**src/pkg/ccrb_pkg.sv**
```systemverilog
/*
  Constants, field layouts, defaults, state codes and lookups shared by the
  codec control register bank and its serial control engine.
  Assumes a single 250 MHz clock and an active-low asynchronous reset.
*/
package ccrb_pkg;

  ////////////////////////////////////////////////////////////////////////////
  localparam logic [7:0] ADDR_SYS = 8'h00;
  localparam logic [7:0] ADDR_SUB = 8'h01;
  localparam logic [7:0] ADDR_FEAT = 8'h10;
  localparam logic [7:0] ADDR_MVOL = 8'h11;
  localparam logic [7:0] ADDR_BVOL = 8'h12;
  localparam logic [7:0] ADDR_GAIN1 = 8'h20;
  localparam logic [7:0] ADDR_GAIN2 = 8'h21;
  localparam logic [7:0] ADDR_EVAL = 8'h30;
  localparam logic [7:0] PTR_STEP = 8'h01;

  localparam int NUM_WORDS = 7;
  localparam logic [2:0] SLOT_NONE = 3'h7;
  localparam logic [15:0] SYS_DEFAULT = 16'h1a02;
  localparam logic [15:0] ZERO_WORD = 16'h0000;
  localparam logic [15:0] SYS_MASK = 16'h7f7f;
  localparam logic [15:0] SUB_MASK = 16'h00ff;
  localparam logic [15:0] FULL_MASK = 16'hffff;
  localparam logic [15:0] GAIN_MASK = 16'h0fff;

  // system word fields
  localparam int SYS_RST = 15;
  localparam int SYS_QUICK = 14;
  localparam int SYS_MIXOFF = 13;
  localparam int SYS_OUTOFF = 12;
  localparam int SYS_CFG_LSB = 9;
  localparam int SYS_ADC_INV = 8;
  localparam int SYS_RATIO_LSB = 5;
  localparam int SYS_FMT_LSB = 2;
  localparam int SYS_DAC_PWR = 1;
  localparam int SYS_DAC_INV = 0;
  // sub system word fields
  localparam int SUB_OSR_LSB = 6;
  localparam int SUB_POS = 5;
  localparam int SUB_BLEND = 4;
  localparam int SUB_SIL_LSB = 2;
  localparam int SUB_MPO_LSB = 0;

  localparam logic [1:0] OSR_SINGLE = 2'h0;
  localparam logic [1:0] OSR_DOUBLE = 2'h1;
  localparam logic [1:0] OSR_QUAD = 2'h2;
  localparam logic [1:0] OSR_RSVD = 2'h3;
  localparam logic [2:0] CFG_OFF = 3'h0;

  // serial control link
  localparam logic [5:0] DEV_ADDR_HI = 6'h0d;
  localparam logic [3:0] BYTE_BITS = 4'h8;
  localparam logic [3:0] LAST_BIT = 4'h7;
  localparam logic [3:0] CNT_ZERO = 4'h0;
  localparam logic [3:0] CNT_STEP = 4'h1;

  typedef enum logic [8:0] {
    ST_IDLE = 9'h001,
    ST_DEV = 9'h002,
    ST_DEV_ACK = 9'h004,
    ST_REG = 9'h008,
    ST_REG_ACK = 9'h010,
    ST_WR = 9'h020,
    ST_WR_ACK = 9'h040,
    ST_RD = 9'h080,
    ST_RD_ACK = 9'h100
  } ccrb_state_t;

  ////////////////////////////////////////////////////////////////////////////
  function automatic logic [2:0] slot_of(input logic [7:0] addr);
    case (addr)
      ADDR_SYS: slot_of = 3'h0;
      ADDR_SUB: slot_of = 3'h1;
      ADDR_FEAT: slot_of = 3'h2;
      ADDR_MVOL: slot_of = 3'h3;
      ADDR_BVOL: slot_of = 3'h4;
      ADDR_GAIN1: slot_of = 3'h5;
      ADDR_GAIN2: slot_of = 3'h6;
      default: slot_of = SLOT_NONE;
    endcase
  endfunction : slot_of

  function automatic logic [15:0] slot_mask(input logic [2:0] slot);
    case (slot)
      3'h0: slot_mask = SYS_MASK;
      3'h1: slot_mask = SUB_MASK;
      3'h5, 3'h6: slot_mask = GAIN_MASK;
      3'h7: slot_mask = ZERO_WORD;
      default: slot_mask = FULL_MASK;
    endcase
  endfunction : slot_mask

  function automatic logic [15:0] slot_default(input int slot);
    slot_default = (slot == 0) ? SYS_DEFAULT : ZERO_WORD;
  endfunction : slot_default

  function automatic logic [9:0] clock_ratio(input logic [1:0] code);
    case (code)
      2'h0: clock_ratio = 10'h100;
      2'h1: clock_ratio = 10'h180;
      2'h2: clock_ratio = 10'h200;
      default: clock_ratio = 10'h300;
    endcase
  endfunction : clock_ratio

  function automatic logic [14:0] silence_window(input logic [1:0] code);
    case (code)
      2'h0: silence_window = 15'h0c80;
      2'h1: silence_window = 15'h12c0;
      2'h2: silence_window = 15'h2580;
      default: silence_window = 15'h4b00;
    endcase
  endfunction : silence_window

endpackage : ccrb_pkg

```
**src/pkg/ccrb_bank_if.sv**
```systemverilog
/*
  Carrier between the serial control engine and the register storage.
  Assumes both ends sit on the same clock.
*/
interface ccrb_bank_if;
  logic wr_en;
  logic [7:0] wr_addr;
  logic [15:0] wr_data;
  logic [7:0] rd_addr;
  logic [15:0] rd_data;
  logic [15:0] sys_word;
  logic [15:0] sub_word;
  logic [15:0] feat_word;
  logic [15:0] mvol_word;
  logic [15:0] bvol_word;
  logic [15:0] gain1_word;
  logic [15:0] gain2_word;

  modport engine (
    output wr_en, wr_addr, wr_data, rd_addr,
    input rd_data, sys_word, sub_word, feat_word, mvol_word, bvol_word, gain1_word, gain2_word
  );
  modport bank (
    input wr_en, wr_addr, wr_data, rd_addr,
    output rd_data, sys_word, sub_word, feat_word, mvol_word, bvol_word, gain1_word, gain2_word
  );
endinterface : ccrb_bank_if

```
**src/rtl/ccrb_top.sv**
```systemverilog
/*
  Codec control register bank: two-wire serial control slave, register
  storage and the decoded control outputs for the converter datapath.
  Assumes scl and sda come from off-chip and are open drain with pull-ups;
  the pad combines sda_out and sda_oe_n.
*/
module ccrb_top (
  input wire logic clk,
  input wire logic nrst,
  input wire logic scl_in,
  input wire logic sda_in,
  output logic sda_out,
  output logic sda_oe_n,
  input wire logic addr_sel_in,
  output logic quick_switch_sel,
  output logic adc_soft_change,
  output logic mixer_offset_filter_bypass,
  output logic output_offset_filter_on,
  output logic [2:0] conv_input_config,
  output logic conv_input_config_msb,
  output logic adc_invert,
  output logic adc_active,
  output logic [1:0] sys_clock_ratio,
  output logic [9:0] clock_ratio_mult,
  output logic [2:0] serial_format_sel,
  output logic dac_power_on,
  output logic dac_invert,
  output logic [1:0] oversample_rate_sel,
  output logic rate_reserved,
  output logic adc_supported,
  output logic dac_first_filter_bypass,
  output logic dac_features_usable,
  output logic master_ctrl_usable,
  output logic dac_blend_position,
  output logic dac_blend_enable,
  output logic dac_blend_active,
  output logic [1:0] silence_period_sel,
  output logic [14:0] silence_window,
  output logic [1:0] status_out_sel,
  output logic [15:0] dac_sound_features,
  output logic [15:0] dac_master_volume,
  output logic [15:0] dac_blend_volume,
  output logic [15:0] input_gain_channel_one,
  output logic [15:0] input_gain_channel_two
);

  ccrb_bank_if bank_bus ();

  ccrb_word_store u_store (
    .clk(clk),
    .nrst(nrst),
    .bus(bank_bus)
  );

  ////////////////////////////////////////////////////////////////////////////
  // pin synchronisers
  logic scl_meta_reg;
  logic scl_sync_reg;
  logic scl_prev_reg;
  logic sda_meta_reg;
  logic sda_sync_reg;
  logic sda_prev_reg;
  logic asel_meta_reg;
  logic asel_sync_reg;

  always_ff @(posedge clk or negedge nrst)
  begin
    if (!nrst)
    begin
      scl_meta_reg <= 1'b1;
      scl_sync_reg <= 1'b1;
      scl_prev_reg <= 1'b1;
      sda_meta_reg <= 1'b1;
      sda_sync_reg <= 1'b1;
      sda_prev_reg <= 1'b1;
      asel_meta_reg <= 1'b0;
      asel_sync_reg <= 1'b0;
    end
    else
    begin
      scl_meta_reg <= scl_in;
      scl_sync_reg <= scl_meta_reg;
      scl_prev_reg <= scl_sync_reg;
      sda_meta_reg <= sda_in;
      sda_sync_reg <= sda_meta_reg;
      sda_prev_reg <= sda_sync_reg;
      asel_meta_reg <= addr_sel_in;
      asel_sync_reg <= asel_meta_reg;
    end
  end

  logic scl_rise;
  logic scl_fall;
  logic start_seen;
  logic stop_seen;

  assign scl_rise = scl_sync_reg && !scl_prev_reg;
  assign scl_fall = !scl_sync_reg && scl_prev_reg;
  assign start_seen = scl_sync_reg && scl_prev_reg && sda_prev_reg && !sda_sync_reg;
  assign stop_seen = scl_sync_reg && scl_prev_reg && !sda_prev_reg && sda_sync_reg;

  ////////////////////////////////////////////////////////////////////////////
  // serial engine state
  ccrb_pkg::ccrb_state_t state_reg;
  ccrb_pkg::ccrb_state_t state_next;
  logic [3:0] cnt_reg;
  logic [3:0] cnt_next;
  logic [7:0] shift_reg;
  logic [7:0] shift_next;
  logic [7:0] tx_reg;
  logic [7:0] tx_next;
  logic [7:0] lo_reg;
  logic [7:0] lo_next;
  logic [7:0] hold_reg;
  logic [7:0] hold_next;
  logic [7:0] ptr_reg;
  logic [7:0] ptr_next;
  logic rw_reg;
  logic rw_next;
  logic hi_reg;
  logic hi_next;
  logic nack_reg;
  logic nack_next;
  logic drive_reg;
  logic drive_next;
  logic wr_pulse;

  logic [7:0] ptr_inc;
  logic addr_match;
  logic byte_done;

  assign ptr_inc = 8'(ptr_reg + ccrb_pkg::PTR_STEP);
  assign addr_match = (shift_reg[7:1] == {ccrb_pkg::DEV_ADDR_HI, asel_sync_reg});
  assign byte_done = scl_fall && (cnt_reg == ccrb_pkg::BYTE_BITS);

  always_ff @(posedge clk or negedge nrst)
  begin
    if (!nrst)
    begin
      state_reg <= ccrb_pkg::ST_IDLE;
      cnt_reg <= ccrb_pkg::CNT_ZERO;
      shift_reg <= 8'h00;
      tx_reg <= 8'h00;
      lo_reg <= 8'h00;
      hold_reg <= 8'h00;
      ptr_reg <= 8'h00;
      rw_reg <= 1'b0;
      hi_reg <= 1'b1;
      nack_reg <= 1'b0;
      drive_reg <= 1'b0;
    end
    else
    begin
      state_reg <= state_next;
      cnt_reg <= cnt_next;
      shift_reg <= shift_next;
      tx_reg <= tx_next;
      lo_reg <= lo_next;
      hold_reg <= hold_next;
      ptr_reg <= ptr_next;
      rw_reg <= rw_next;
      hi_reg <= hi_next;
      nack_reg <= nack_next;
      drive_reg <= drive_next;
    end
  end

  // next word for a read follows the pointer on word boundaries
  assign bank_bus.rd_addr = (state_reg == ccrb_pkg::ST_RD_ACK) ? ptr_inc : ptr_reg;
  assign bank_bus.wr_en = wr_pulse;
  assign bank_bus.wr_addr = ptr_reg;
  assign bank_bus.wr_data = {hold_reg, shift_reg};

  always_comb
  begin
    state_next = state_reg;
    cnt_next = cnt_reg;
    shift_next = shift_reg;
    tx_next = tx_reg;
    lo_next = lo_reg;
    hold_next = hold_reg;
    ptr_next = ptr_reg;
    rw_next = rw_reg;
    hi_next = hi_reg;
    nack_next = nack_reg;
    drive_next = drive_reg;
    wr_pulse = 1'b0;
    if (stop_seen)
    begin
      state_next = ccrb_pkg::ST_IDLE;
      drive_next = 1'b0;
    end
    else if (start_seen)
    begin
      state_next = ccrb_pkg::ST_DEV;
      cnt_next = ccrb_pkg::CNT_ZERO;
      drive_next = 1'b0;
    end
    else
    begin
      case (state_reg)
        ccrb_pkg::ST_IDLE:
        begin
          drive_next = 1'b0;
        end
        ccrb_pkg::ST_DEV, ccrb_pkg::ST_REG, ccrb_pkg::ST_WR:
        begin
          if (scl_rise)
          begin
            shift_next = {shift_reg[6:0], sda_sync_reg};
            cnt_next = 4'(cnt_reg + ccrb_pkg::CNT_STEP);
          end
          else if (byte_done)
          begin
            cnt_next = ccrb_pkg::CNT_ZERO;
            drive_next = 1'b1;
            if (state_reg == ccrb_pkg::ST_DEV)
            begin
              if (addr_match)
              begin
                state_next = ccrb_pkg::ST_DEV_ACK;
                rw_next = shift_reg[0];
              end
              else
              begin
                state_next = ccrb_pkg::ST_IDLE;
                drive_next = 1'b0;
              end
            end
            else if (state_reg == ccrb_pkg::ST_REG)
            begin
              state_next = ccrb_pkg::ST_REG_ACK;
              ptr_next = shift_reg;
              hi_next = 1'b1;
            end
            else
            begin
              state_next = ccrb_pkg::ST_WR_ACK;
              hi_next = !hi_reg;
              if (hi_reg)
                hold_next = shift_reg;
              else
              begin
                wr_pulse = 1'b1;
                ptr_next = ptr_inc;
              end
            end
          end
        end
        ccrb_pkg::ST_DEV_ACK:
        begin
          if (scl_fall)
          begin
            cnt_next = ccrb_pkg::CNT_ZERO;
            if (rw_reg)
            begin
              state_next = ccrb_pkg::ST_RD;
              tx_next = bank_bus.rd_data[15:8];
              lo_next = bank_bus.rd_data[7:0];
              hi_next = 1'b0;
              drive_next = !bank_bus.rd_data[15];
            end
            else
            begin
              state_next = ccrb_pkg::ST_REG;
              drive_next = 1'b0;
            end
          end
        end
        ccrb_pkg::ST_REG_ACK, ccrb_pkg::ST_WR_ACK:
        begin
          if (scl_fall)
          begin
            state_next = ccrb_pkg::ST_WR;
            drive_next = 1'b0;
          end
        end
        ccrb_pkg::ST_RD:
        begin
          if (scl_fall)
          begin
            if (cnt_reg == ccrb_pkg::LAST_BIT)
            begin
              state_next = ccrb_pkg::ST_RD_ACK;
              drive_next = 1'b0;
            end
            else
            begin
              tx_next = {tx_reg[6:0], 1'b0};
              drive_next = !tx_reg[6];
              cnt_next = 4'(cnt_reg + ccrb_pkg::CNT_STEP);
            end
          end
        end
        ccrb_pkg::ST_RD_ACK:
        begin
          if (scl_rise)
            nack_next = sda_sync_reg;
          else if (scl_fall)
          begin
            cnt_next = ccrb_pkg::CNT_ZERO;
            if (nack_reg)
              state_next = ccrb_pkg::ST_IDLE;
            else
            begin
              state_next = ccrb_pkg::ST_RD;
              if (!hi_reg)
              begin
                tx_next = lo_reg;
                hi_next = 1'b1;
                drive_next = !lo_reg[7];
              end
              else
              begin
                ptr_next = ptr_inc;
                tx_next = bank_bus.rd_data[15:8];
                lo_next = bank_bus.rd_data[7:0];
                hi_next = 1'b0;
                drive_next = !bank_bus.rd_data[15];
              end
            end
          end
        end
        default:
        begin
          state_next = ccrb_pkg::ST_IDLE;
          drive_next = 1'b0;
        end
      endcase
    end
  end

  // open drain: only ever pulls low
  assign sda_out = 1'b0;
  assign sda_oe_n = !drive_reg;

  ////////////////////////////////////////////////////////////////////////////
  // decoded control outputs
  logic [15:0] sys_w;
  logic [15:0] sub_w;
  logic [1:0] osr_w;
  logic [2:0] cfg_w;
  logic single_w;

  assign sys_w = bank_bus.sys_word;
  assign sub_w = bank_bus.sub_word;
  assign osr_w = sub_w[ccrb_pkg::SUB_OSR_LSB +: 2];
  assign cfg_w = sys_w[ccrb_pkg::SYS_CFG_LSB +: 3];
  assign single_w = (osr_w == ccrb_pkg::OSR_SINGLE);

  always_ff @(posedge clk or negedge nrst)
  begin
    if (!nrst)
    begin
      quick_switch_sel <= 1'b0;
      adc_soft_change <= 1'b0;
      mixer_offset_filter_bypass <= 1'b0;
      output_offset_filter_on <= 1'b0;
      conv_input_config <= 3'h0;
      conv_input_config_msb <= 1'b0;
      adc_invert <= 1'b0;
      adc_active <= 1'b0;
      sys_clock_ratio <= 2'h0;
      clock_ratio_mult <= 10'h000;
      serial_format_sel <= 3'h0;
      dac_power_on <= 1'b0;
      dac_invert <= 1'b0;
      oversample_rate_sel <= 2'h0;
      rate_reserved <= 1'b0;
      adc_supported <= 1'b0;
      dac_first_filter_bypass <= 1'b0;
      dac_features_usable <= 1'b0;
      master_ctrl_usable <= 1'b0;
      dac_blend_position <= 1'b0;
      dac_blend_enable <= 1'b0;
      dac_blend_active <= 1'b0;
      silence_period_sel <= 2'h0;
      silence_window <= 15'h0000;
      status_out_sel <= 2'h0;
      dac_sound_features <= 16'h0000;
      dac_master_volume <= 16'h0000;
      dac_blend_volume <= 16'h0000;
      input_gain_channel_one <= 16'h0000;
      input_gain_channel_two <= 16'h0000;
    end
    else
    begin
      quick_switch_sel <= sys_w[ccrb_pkg::SYS_QUICK];
      adc_soft_change <= !sys_w[ccrb_pkg::SYS_QUICK] && cfg_w[2];
      mixer_offset_filter_bypass <= sys_w[ccrb_pkg::SYS_MIXOFF];
      output_offset_filter_on <= sys_w[ccrb_pkg::SYS_OUTOFF];
      conv_input_config <= cfg_w;
      conv_input_config_msb <= cfg_w[2];
      adc_invert <= sys_w[ccrb_pkg::SYS_ADC_INV];
      adc_active <= single_w && (cfg_w != ccrb_pkg::CFG_OFF);
      sys_clock_ratio <= sys_w[ccrb_pkg::SYS_RATIO_LSB +: 2];
      clock_ratio_mult <= ccrb_pkg::clock_ratio(sys_w[ccrb_pkg::SYS_RATIO_LSB +: 2]);
      serial_format_sel <= sys_w[ccrb_pkg::SYS_FMT_LSB +: 3];
      dac_power_on <= sys_w[ccrb_pkg::SYS_DAC_PWR];
      dac_invert <= sys_w[ccrb_pkg::SYS_DAC_INV];
      oversample_rate_sel <= osr_w;
      rate_reserved <= (osr_w == ccrb_pkg::OSR_RSVD);
      adc_supported <= single_w;
      dac_first_filter_bypass <= (osr_w == ccrb_pkg::OSR_DOUBLE);
      dac_features_usable <= single_w;
      master_ctrl_usable <= single_w || (osr_w == ccrb_pkg::OSR_DOUBLE);
      dac_blend_position <= sub_w[ccrb_pkg::SUB_POS];
      dac_blend_enable <= sub_w[ccrb_pkg::SUB_BLEND];
      dac_blend_active <= sub_w[ccrb_pkg::SUB_BLEND] && single_w;
      silence_period_sel <= sub_w[ccrb_pkg::SUB_SIL_LSB +: 2];
      silence_window <= ccrb_pkg::silence_window(sub_w[ccrb_pkg::SUB_SIL_LSB +: 2]);
      status_out_sel <= sub_w[ccrb_pkg::SUB_MPO_LSB +: 2];
      dac_sound_features <= bank_bus.feat_word;
      dac_master_volume <= bank_bus.mvol_word;
      dac_blend_volume <= bank_bus.bvol_word;
      input_gain_channel_one <= bank_bus.gain1_word;
      input_gain_channel_two <= bank_bus.gain2_word;
    end
  end

endmodule : ccrb_top

```
**src/rtl/ccrb_word_store.sv**
```systemverilog
/*
  Flip-flop storage of the control words, with write masking, defaults
  and the soft default-load command.
  Assumes writes arrive as single-cycle strobes from the serial engine.
*/
module ccrb_word_store (
  input wire logic clk,
  input wire logic nrst,
  ccrb_bank_if.bank bus
);

  logic [15:0] word_reg [0:ccrb_pkg::NUM_WORDS-1];
  logic [2:0] wr_slot;
  logic [2:0] rd_slot;
  logic wr_hit;
  logic soft_load;

  assign wr_slot = ccrb_pkg::slot_of(bus.wr_addr);
  assign rd_slot = ccrb_pkg::slot_of(bus.rd_addr);
  assign wr_hit = bus.wr_en && (wr_slot != ccrb_pkg::SLOT_NONE);
  assign soft_load = wr_hit && (wr_slot == 3'h0) && bus.wr_data[ccrb_pkg::SYS_RST];

  ////////////////////////////////////////////////////////////////////////////
  always_ff @(posedge clk or negedge nrst)
  begin
    if (!nrst)
    begin
      for (int i = 0; i < ccrb_pkg::NUM_WORDS; i++)
        word_reg[i] <= ccrb_pkg::slot_default(i);
    end
    else if (soft_load)
    begin
      for (int i = 1; i < ccrb_pkg::NUM_WORDS; i++)
        word_reg[i] <= ccrb_pkg::slot_default(i);
    end
    else if (wr_hit)
      word_reg[wr_slot] <= bus.wr_data & ccrb_pkg::slot_mask(wr_slot);
  end

  // unmapped and evaluation addresses read zero
  assign bus.rd_data = (rd_slot == ccrb_pkg::SLOT_NONE) ? ccrb_pkg::ZERO_WORD : word_reg[rd_slot];
  assign bus.sys_word = word_reg[0];
  assign bus.sub_word = word_reg[1];
  assign bus.feat_word = word_reg[2];
  assign bus.mvol_word = word_reg[3];
  assign bus.bvol_word = word_reg[4];
  assign bus.gain1_word = word_reg[5];
  assign bus.gain2_word = word_reg[6];

endmodule : ccrb_word_store

```
**config.mk**
```make
export PLATFORM = sky130hd
export DESIGN_NAME = ccrb_top
export DESIGN_NICKNAME = d
export VERILOG_FILES = /design/src/pkg/ccrb_pkg.sv /design/src/pkg/ccrb_bank_if.sv /design/src/rtl/ccrb_top.sv /design/src/rtl/ccrb_word_store.sv
export SDC_FILE = /design/constraint.sdc
export NUM_CORES = 1
export LEC_CHECK = 0
export BUFFER_PORTS_ARGS = -buffer_cell sky130_fd_sc_hd__buf_2
export CAP_MARGIN = 5
export CORE_AREA = 3 3 145 183
export CTS_CLUSTER_SIZE = 30
export DETAILED_ROUTE_END_ITERATION = 10
export DIE_AREA = 0 0 148 186
export PLACE_DENSITY = 0.76
export SLEW_MARGIN = 40
export SYNTH_ARGS = -nofsm -noshare
export SYNTH_HDL_FRONTEND = slang
export SYNTH_SLANG_ARGS = --single-unit
```
**constraint.sdc**
```tcl
create_clock -name clk -period 4 [get_ports clk]
set_clock_uncertainty 0.1 [all_clocks]
set_input_delay 0.8 -clock clk [delete_from_list [all_inputs] [get_ports clk]]
set_output_delay 0.8 -clock clk [all_outputs]
set_load 0.1 [all_outputs]
```
==> summary.md, run 1 <==
| Metric | Value |
|---|---|
| Final Hold Viols | `0` |
| Met2 Usage GRT | `0.431` |
| Status | `finished clean` |
| FF-to-FF Start | `bank_bus.wr_addr[0]` |
| Total GRT Usage | `0.243` |
| Vias per cell | `5.85` |
| Core Box Area | `25000 um^2` |
| # hold bufs at CTS | `0` |
| Total Power | `7.04 mW` |
| WP data arrival | `3.83 ns` |
| Largest net degree at the start of global routing | `90` |
| Fillers | `2092` |
| Num rows | `65` |
| Initial antenna violation count | `0` |
| First-pass GRT wire length | `52300 um` |
| TritonCTS clock tree | `yes` |
| RR Endpoint | `u_store.bus.gain1_word[8]` |
| CTS Root Cell | `clkbuf_16` |
| Period utilization | `0.879` |
| Pre-antenna DRT Iters | `6` |
| Worst Path Required | `4.31 ns` |
| Critical path fanouts, max | `20` |
| Routed len/inst | `21.4 um` |
| HP Class | `input port to async pin` |
| Sequential cell area fraction in the yosys report | `0.597` |
| Reg2Reg Setup Slack | `0.48 ns` |
| Syn-to-layout area delta | `16.4%` |
| Critical Path Start Type | `register` |
| Clk buf depth | `3` |
| Die W | `148 um` |
| Max Fclk | `284 MHz` |
| Crit end category | `register` |
| Tmin final | `3.52 ns` |
| RSZ-0062 raised after global routing | `no` |
| Layout cells sized above 1 | `0.234` |
| I/O pins | `143` |
| Met1 usage | `0.302` |
| Setup violations, final | `0` |
| CTS Sinks | `296` |
| Clk_lat worst skew | `0.53 ns` |
| Num CTS Buffers | `27` |
| Worst R2R Path Depth | `12` |
| Post-synth cell types | `79` |
| Die area | `27500 um^2` |
| Grt peak-use layer | `met2` |
| Syn Inst Count | `1065` |
| Initial DRC Count | `1093` |
| Leakage power | `7.45 nW` |
| GP Congestion | `0.993` |
| Initial Utilization | `0.496` |
| Slew Limit Fails | `0` |
| Main synth FF type | `dfrtp_1` |
| Setup TNS | `0 ns` |
| Post-route ant nets | `0` |
| PwrDens | `487 nW/um^2` |
| Final net count | `1212` |
| DRC viols | `0` |
| Met3 usage | `0.0307` |
| Diode count | `0` |
| Die height | `186 um` |
| Max Cap Viol | `0` |
| Vias | `9083` |
| Worst setup path class | `register to register` |
| Routed Wire Length | `33200 um` |
| Synthesized area | `12400 um^2` |
| Register area | `7420 um^2` |
| Yosys warning count | `0` |
| IO buf count | `128` |
| CTS H-tree depth | `1` |
| Least-Margin Pin Slew | `0.845 ns` |
| Reg clk slew, reported paths | `0.07 ns` |
| DP HPWL | `23200 um` |
| Syn_area_per_cell | `11.7 um^2` |
| Asr flop ratio synth | `1.00` |
| Vias in the first global route | `9048` |
| Number of enable flip-flop cells after synthesis | `0` |
| Total gr overflow | `0` |
| Area of the multi-input gates | `4630 um^2` |
| Worst slew margin | `0.436` |
| #FFs+latches synth | `296` |
| Peak supply drop | `296 uV` |
## cell type report
class,instances,share of cell area
multi-input cells,686,0.320
inverters,19,0.00493
clock inverters,17,0.0146
clock buffers,32,0.0501
flip-flops and latches,296,0.513
repair buffers,167,0.0678
well taps,335,0.0290
## cells by family (layout without fill, tap and decap cells)
kind of cell,count (synthesis),after routing,synth area share
buffers and inverters,96,235,0.0362
muxes,102,102,0.0860
other,1,14,0.000302
adders and majority gates,10,10,0.0101
xor gates and xnor gates,10,10,0.00705
and+or+nand+nor,324,324,0.133
AOI/OAI and AO/OA,226,226,0.130
DFF,296,296,0.597
## synthesized netlist by cell type, types with 5 or more instances
cell type  instances  area share
xnor2_1            8      0.0056
nand4_1            5      0.0025
and3_1            10      0.0050
buf_2             11      0.0044
o22ai_1           12      0.0060
clkbuf_1          41       0.012
nor3_1             8      0.0032
buf_1              6      0.0018
mux2i_1           67       0.054
o21ai_1            5      0.0020
nand3_1           20      0.0081
a22oi_1           11      0.0066
or2_2              5      0.0025
nor4_1             9      0.0045
buf_4             18       0.011
dfrtp_1          284        0.57
a22o_1            26       0.018
nand2b_1           8      0.0040
o21ai_0           37       0.015
nor2b_1            9      0.0045
a21oi_1           40       0.016
a21o_1             6      0.0036
o31ai_1            8      0.0048
nor2_1            84       0.025
nand2_1           92       0.028
a32o_1             9      0.0073
a31oi_1            9      0.0045
o22a_1             9      0.0063
mux2_2            34       0.031
and2_1            36       0.018
ha_1              10       0.010
dfstp_2           12       0.025
a32oi_1            6      0.0042
inv_1             19      0.0057
o2bb2ai_1         12      0.0085
or3_1              9      0.0045
## where the power goes
group | total (mW) | switching (mW) | internal (mW)
registers | 3.14 | 0.103 | 3.04
logic | 1.19 | 0.812 | 0.380
clock network | 2.71 | 1.14 | 1.57
## through the flow
stage	setup WS (ns)	instance area, um^2	cells	utilization	hold WS [ns]
after floorplan	0.744	12500	1078	-	0.231
after global placement	0.473	13500	1503	0.540	0.234
after detailed placement	0.411	13500	1503	0.540	0.240
after CTS	0.407	14500	1552	0.577	0.185
after global routing	0.140	14500	1552	0.577	0.199
final	0.483	14500	1552	0.577	0.156
## worst max-delay path by stage
stage / start / slack [ns] / cells past startpoint / endpoint
2_1_floorplan: bank_bus.wr_addr[0] / 0.74 / 10 / tx_reg[5]
3_3_place_gp: bank_bus.wr_addr[0] / 0.47 / 11 / u_store.bus.mvol_word[8]
3_5_place_dp: bank_bus.wr_addr[0] / 0.41 / 12 / u_store.bus.gain1_word[9]
4_1_cts: bank_bus.wr_addr[0] / 0.41 / 12 / u_store.bus.gain1_word[8]
5_1_grt: bank_bus.wr_addr[0] / 0.14 / 12 / u_store.bus.gain1_word[8]
6_report: bank_bus.wr_addr[0] / 0.48 / 12 / u_store.bus.gain1_word[8]
## critical path: stages, from the launching register on
cell,delay [ns]
dfrtp_1,0.49
inv_1,0.23
ha_1,0.19
nand2_1,0.09
a2111oi_0,0.49
o21ai_1,0.25
nor4_4,0.39
nand2_1,0.18
nor2_4,0.14
buf_4,0.26
nor2_1,0.17
buf_4,0.23
a22o_1,0.20
## placed cells by master, fill, tap and decap left out, types with 8 or more instances in the layout
master / count
a22oi_1: 11
o22ai_1: 12
buf_4: 36
a22o_1: 26
a32o_1: 9
buf_2: 127
and2_1: 36
o2bb2ai_1: 12
nand3_1: 20
and3_1: 10
o21ai_0: 37
nor4_1: 9
nand2_1: 92
a21oi_1: 40
a31oi_1: 9
conb_1: 14
nand2b_1: 8
dfstp_2: 12
nor2b_1: 9
mux2i_1: 67
nor3_1: 8
inv_1: 19
mux2_2: 34
o22a_1: 9
xnor2_1: 8
nor2_1: 81
ha_1: 10
or3_1: 9
o31ai_1: 8
clkbuf_16: 27
dfrtp_1: 284
## layer usage
layer  up-vias  part of all wire
li1       4035                 -
met1      4530              0.38
met2       417              0.51
met3       101             0.064
met4         0             0.045
met5         -                 0
## timing repair
item | 4_1_cts | 5_1_grt
gates resized for setup | 0 | 1
setup endpoints to repair | 0 | 2
buffers inserted | 0 | 0
Power figures use the tool's default switching activity.
==> run 2: changes to the inputs <==
--- a/config.mk
+++ b/config.mk
@@ -8,7 +8,6 @@
 export BUFFER_PORTS_ARGS = -buffer_cell sky130_fd_sc_hd__buf_2
 export CAP_MARGIN = 5
 export CORE_AREA = 3 3 145 183
-export CTS_CLUSTER_SIZE = 30
 export DETAILED_ROUTE_END_ITERATION = 10
 export DIE_AREA = 0 0 148 186
 export PLACE_DENSITY = 0.76
==> constraint.sdc (replaced) <==
create_clock -name clk -period 3.85 [get_ports clk]
set_clock_uncertainty 0.1 [all_clocks]
set_input_delay 0.77 -clock clk [delete_from_list [all_inputs] [get_ports clk]]
set_output_delay 0.77 -clock clk [all_outputs]
set_load 0.1 [all_outputs]
==> summary.md, run 2 (synthesis results as in run 1) <==
| Metric | Value |
|---|---|
| Combinational power share | `0.177` |
| Critical path origin | `bank_bus.wr_addr[1]` |
| RR Endpoint | `lo_reg[0]` |
| TritonCTS clock tree | `yes` |
| Worst setup path class | `register to register` |
| Sw Pwr | `2.06 mW` |
| Peak supply drop | `266 uV` |
| Status | `finished clean` |
| WP data arrival | `3.94 ns` |
| DRC viols | `0` |
| Reg2Reg Setup Slack | `0.21 ns` |
| Worst Path Required | `4.15 ns` |
| Initial Utilization | `0.496` |
| Crit end category | `register` |
| Switching share of power | `0.287` |
| Clk buf depth | `3` |
| I/O pins | `143` |
| CTS Root Cell | `clkbuf_16` |
| Setup ws final | `0.212 ns` |
| Sequential power share | `0.455` |
| Max Cap Viol | `0` |
| Leading cell types in the layout, fill and taps excluded | `284 x dfrtp_1, 127 x buf_2, 92 x nand2_1` |
| Layout cells sized above 1 | `0.231` |
| HP Class | `input port to async pin` |
| Initial antenna violation count | `0` |
| Initial DRC Count | `927` |
| # hold bufs at CTS | `0` |
| Period utilization | `0.945` |
| Total GRT Usage | `0.236` |
| Vias | `9110` |
| First-pass GRT wire length | `51100 um` |
| Final net count | `1220` |
| Least-Margin Pin Slew | `0.791 ns` |
| Syn-to-layout area delta | `16.3%` |
| CTS Sinks | `296` |
| Critical Path Start Type | `register` |
| GP Congestion | `0.985` |
| IO buf count | `128` |
| Most common cell after layout, fill and taps aside | `dfrtp_1` |
| Max Fclk | `275 MHz` |
| Placed inst area | `13600 um^2` |
| # Post-CTS Setup Buffers | `0` |
| Routed Wire Length | `33100 um` |
| Die area | `27500 um^2` |
| Slew Limit Fails | `0` |
| Core Box Area | `25000 um^2` |
| PwrDens | `497 nW/um^2` |
| Post-Place Worst Slack | `0.338 ns` |
| Die height | `186 um` |
| Post-route ant nets | `0` |
| Setup TNS | `0 ns` |
| Worst slew margin | `0.472` |
| Design area | `14400 um^2` |
| Post-CTS sizing | `0` |
| Setup violations, final | `0` |
| Routed len/inst | `21.2 um` |
| Reg clk slew, reported paths | `0.07 ns` |
| RSZ-0062 raised after global routing | `no` |
| Vias in the first global route | `8997` |
| Worst R2R Path Depth | `9` |
| Clock power frac | `0.368` |
| Final Hold Viols | `0` |
| Num rows | `65` |
| FF-to-FF Start | `bank_bus.wr_addr[1]` |
| Diode count | `0` |
| CP endpoint | `lo_reg[0]` |
| CTS H-tree depth | `1` |
| Critical path fanouts, max | `15` |
| Num CTS Buffers | `27` |
| Die W | `148 um` |
| Pre-antenna DRT Iters | `7` |
| Vias per cell | `5.85` |
| DP HPWL | `23400 um` |
| Clk_lat worst skew | `0.53 ns` |
| Cell-internal power | `5.11 mW` |
| Leakage power | `7.45 nW` |
| Total gr overflow | `0` |
| Largest net degree at the start of global routing | `90` |
| Tmin final | `3.64 ns` |
==> run 2: through the flow <==
| step | hold WS (ns) | utilization | total power [mW] | cells |
|---|---|---|---|---|
| 2_1_floorplan | 0.231 | - | 4.09 | 1078 |
| 3_3_place_gp | 0.235 | 0.542 | 4.53 | 1511 |
| 3_5_place_dp | 0.240 | 0.542 | 4.55 | 1511 |
| 4_1_cts | 0.133 | 0.577 | 7.18 | 1558 |
| 5_1_grt | 0.158 | 0.577 | 7.44 | 1558 |
| 6_report | 0.110 | 0.577 | 7.17 | 1558 |
==> run 2: critical path, stage by stage (launching register included) <==
cell	delay, ns
dfrtp_1	0.61
ha_1	0.33
and4_1	0.26
nand3_1	0.11
or4b_4	0.57
a21oi_1	0.45
o21ai_0	0.40
o22a_1	0.33
a32oi_1	0.24
nand2_1	0.09
==> run 2: power groups by stage <==
stage	Clock, mW	Combinational [mW]	Sequential (mW)
2_1_floorplan	0	0.845	3.24
3_3_place_gp	0	1.21	3.32
3_5_place_dp	0	1.23	3.32
5_1_grt	2.82	1.34	3.27
4_1_cts	2.68	1.24	3.26
6_report	2.64	1.27	3.27
==> run 2: final cells by class <==
type                            count  area, um^2
Tap cell                          335         419
Clock buffer                       39         751
Timing Repair Buffer              175        1040
Multi-Input combinational cell    686        4620
Inverter                           19        71.3
Clock inverter                      8         115
Fill cell                        2107       10600
Sequential cell                   296        7420
==> run 2: worst min path at each step <==
stage,start,to
2_1_floorplan,asel_meta_reg,asel_sync_reg
5_1_grt,nrst,dac_blend_volume[3]
3_5_place_dp,asel_meta_reg,asel_sync_reg
6_report,nrst,dac_blend_volume[3]
4_1_cts,nrst,dac_blend_volume[3]
3_3_place_gp,asel_meta_reg,asel_sync_reg
==> run 2: per-layer routing <==
layer | global-route usage | vias up | part of all wire
met5 | 0 | - | 0
met4 | 0.0850 | 0 | 0.037
met3 | 0.0258 | 75 | 0.064
met2 | 0.420 | 426 | 0.51
met1 | 0.300 | 4561 | 0.39
li1 | - | 4048 | -
==> run 3: changes to the inputs <==
==> constraint.sdc (replaced) <==
create_clock -name clk -period 4.25 [get_ports clk]
set_clock_uncertainty 0.1 [all_clocks]
set_input_delay 0.85 -clock clk [delete_from_list [all_inputs] [get_ports clk]]
set_output_delay 0.85 -clock clk [all_outputs]
set_load 0.1 [all_outputs]
==> summary.md, run 3 (synthesis results as in run 1) <==
| Metric | Value |
|---|---|
| Status | `finished clean` |
| Fillers | `2094` |
| Largest net degree at the start of global routing | `79` |
| Layout cells sized above 1 | `0.230` |
| Vias per cell | `5.82` |
| Diode count | `0` |
| # hold bufs at CTS | `0` |
| Final Hold Viols | `0` |
| RR Endpoint | `tx_reg[5]` |
| TritonCTS clock tree | `yes` |
| Worst Path Required | `4.56 ns` |
| Post-route ant nets | `0` |
| CTS Root Cell | `clkbuf_16` |
| CTS H-tree depth | `1` |
| Core Box Area | `25000 um^2` |
| DRC viols | `0` |
| Area of the multi-input gates | `4630 um^2` |
| Sequential power share | `0.456` |
| Least-Margin Pin Slew | `0.815 ns` |
| Combinational power share | `0.168` |
| Pre-antenna DRT Iters | `5` |
| Cell-internal power | `4.60 mW` |
| Worst setup path class | `register to register` |
| First-pass GRT wire length | `51600 um` |
| Peak supply drop | `262 uV` |
| Max Cap Viol | `0` |
| Final cell count without fillers | `1552` |
| FF-to-FF Start | `bank_bus.wr_addr[0]` |
| Period utilization | `0.888` |
| Routed len/inst | `21.3 um` |
| CTS Sinks | `296` |
| Num CTS Buffers | `27` |
| Clock power frac | `0.376` |
| Die area | `27500 um^2` |
| WP data arrival | `4.09 ns` |
| Critical path fanouts, max | `9` |
| Initial antenna violation count | `0` |
| Tmin final | `3.77 ns` |
| Syn-to-layout area delta | `16.0%` |
| # Post-CTS Setup Buffers | `0` |
| Vias | `9029` |
| Clk_lat worst skew | `0.53 ns` |
| RSZ-0062 raised after global routing | `no` |
| Die height | `186 um` |
| HP Class | `input port to async pin` |
| Crit end category | `register` |
| PwrDens | `450 nW/um^2` |
| Leakage power | `7.41 nW` |
| Die W | `148 um` |
| Setup violations, final | `0` |
| DP HPWL | `23200 um` |
| Routed Wire Length | `33100 um` |
| Initial Utilization | `0.496` |
| Vias in the first global route | `9036` |
| Post-CTS sizing | `0` |
| Reg2Reg Setup Slack | `0.48 ns` |
| Sw Pwr | `1.89 mW` |
| Total GRT Usage | `0.239` |
| Worst R2R Path Depth | `10` |
| Clk buf depth | `3` |
| Total gr overflow | `0` |
| IO buf count | `128` |
| Critical Path Start Type | `register` |
| Reg clk slew, reported paths | `0.07 ns` |
| Placed insts | `1502` |
| Slew Limit Fails | `0` |
| GP Congestion | `0.958` |
| Initial DRC Count | `905` |
| I/O pins | `143` |
| Register area | `7420 um^2` |
| Num rows | `65` |
| Most common cell after layout, fill and taps aside | `dfrtp_1` |
| Switching share of power | `0.291` |
| Max Fclk | `265 MHz` |
| Leading cell types in the layout, fill and taps excluded | `284 x dfrtp_1, 127 x buf_2, 92 x nand2_1` |
| Setup TNS | `0 ns` |
| Final net count | `1211` |
| Worst slew margin | `0.451` |
-- run 3: changes by cell type in the layout (fill, tap and decap cells not counted), sizes merged --
cell      before  now
buf          175  166
inv           19   21
bufinv         3    2
clkinvlp       0    2
-- run 3: power by group through the flow --
stage          Sequential, mW  Combinational (mW)  Clock (mW)
6_report                 2.96                1.09        2.44
5_1_grt                  2.96                1.16        2.59
4_1_cts                  2.95                1.07        2.47
3_5_place_dp             3.01                1.07           0
3_3_place_gp             3.00                1.06           0
2_1_floorplan            2.94               0.765           0
-- run 3: cell type report --
type,instances,share of cell area
clock buffers,39,0.0535
clock inverters,11,0.00868
inverters,19,0.00495
multi-input cells,686,0.321
flip-flops and latches,296,0.515
well taps,335,0.0291
repair buffers,166,0.0676
-- run 3: critical path, cell delays in order (launching register included) --
cell and delay (ns):
dfrtp_1 0.51, buf_4 0.22, ha_1 0.29, and4_1 0.28
nand3_1 0.12, or4b_4 0.58, a21o_1 0.30, a2111o_1 0.54
mux2_4 0.35, a221oi_2 0.27, o21ai_1 0.08
-- run 3: worst max-delay path by stage --
stage,start,endpoint,slack [ns]
after floorplan,bank_bus.wr_addr[0],tx_reg[5],0.99
after global placement,bank_bus.wr_addr[0],tx_reg[5],0.55
after detailed placement,bank_bus.wr_addr[0],tx_reg[5],0.53
after CTS,bank_bus.wr_addr[0],tx_reg[5],0.52
after global routing,bank_bus.wr_addr[0],tx_reg[5],0.33
final,bank_bus.wr_addr[0],tx_reg[5],0.48
-- run 3: per-layer routing --
| metal | routed length (um) | track usage | up-vias |
|---|---|---|---|
| li1 | - | - | 4047 |
| met1 | 12800 | 0.296 | 4527 |
| met2 | 16800 | 0.428 | 374 |
| met3 | 1990 | 0.0268 | 81 |
| met4 | 1480 | 0.0972 | 0 |
| met5 | 0 | 0 | - |
-- run 3: stage by stage --
| step | util | power, mW | hold slack, ns | instance area (um^2) | setup WS (ns) |
|---|---|---|---|---|---|
| after global placement | 0.539 | 4.06 | 0.233 | 13500 | 0.550 |
| after floorplan | - | 3.70 | 0.231 | 12500 | 0.994 |
| final | 0.575 | 6.48 | 0.197 | 14400 | 0.477 |
| after global routing | 0.575 | 6.71 | 0.238 | 14400 | 0.326 |
| after detailed placement | 0.539 | 4.08 | 0.236 | 13500 | 0.530 |
| after CTS | 0.575 | 6.49 | 0.221 | 14400 | 0.520 |
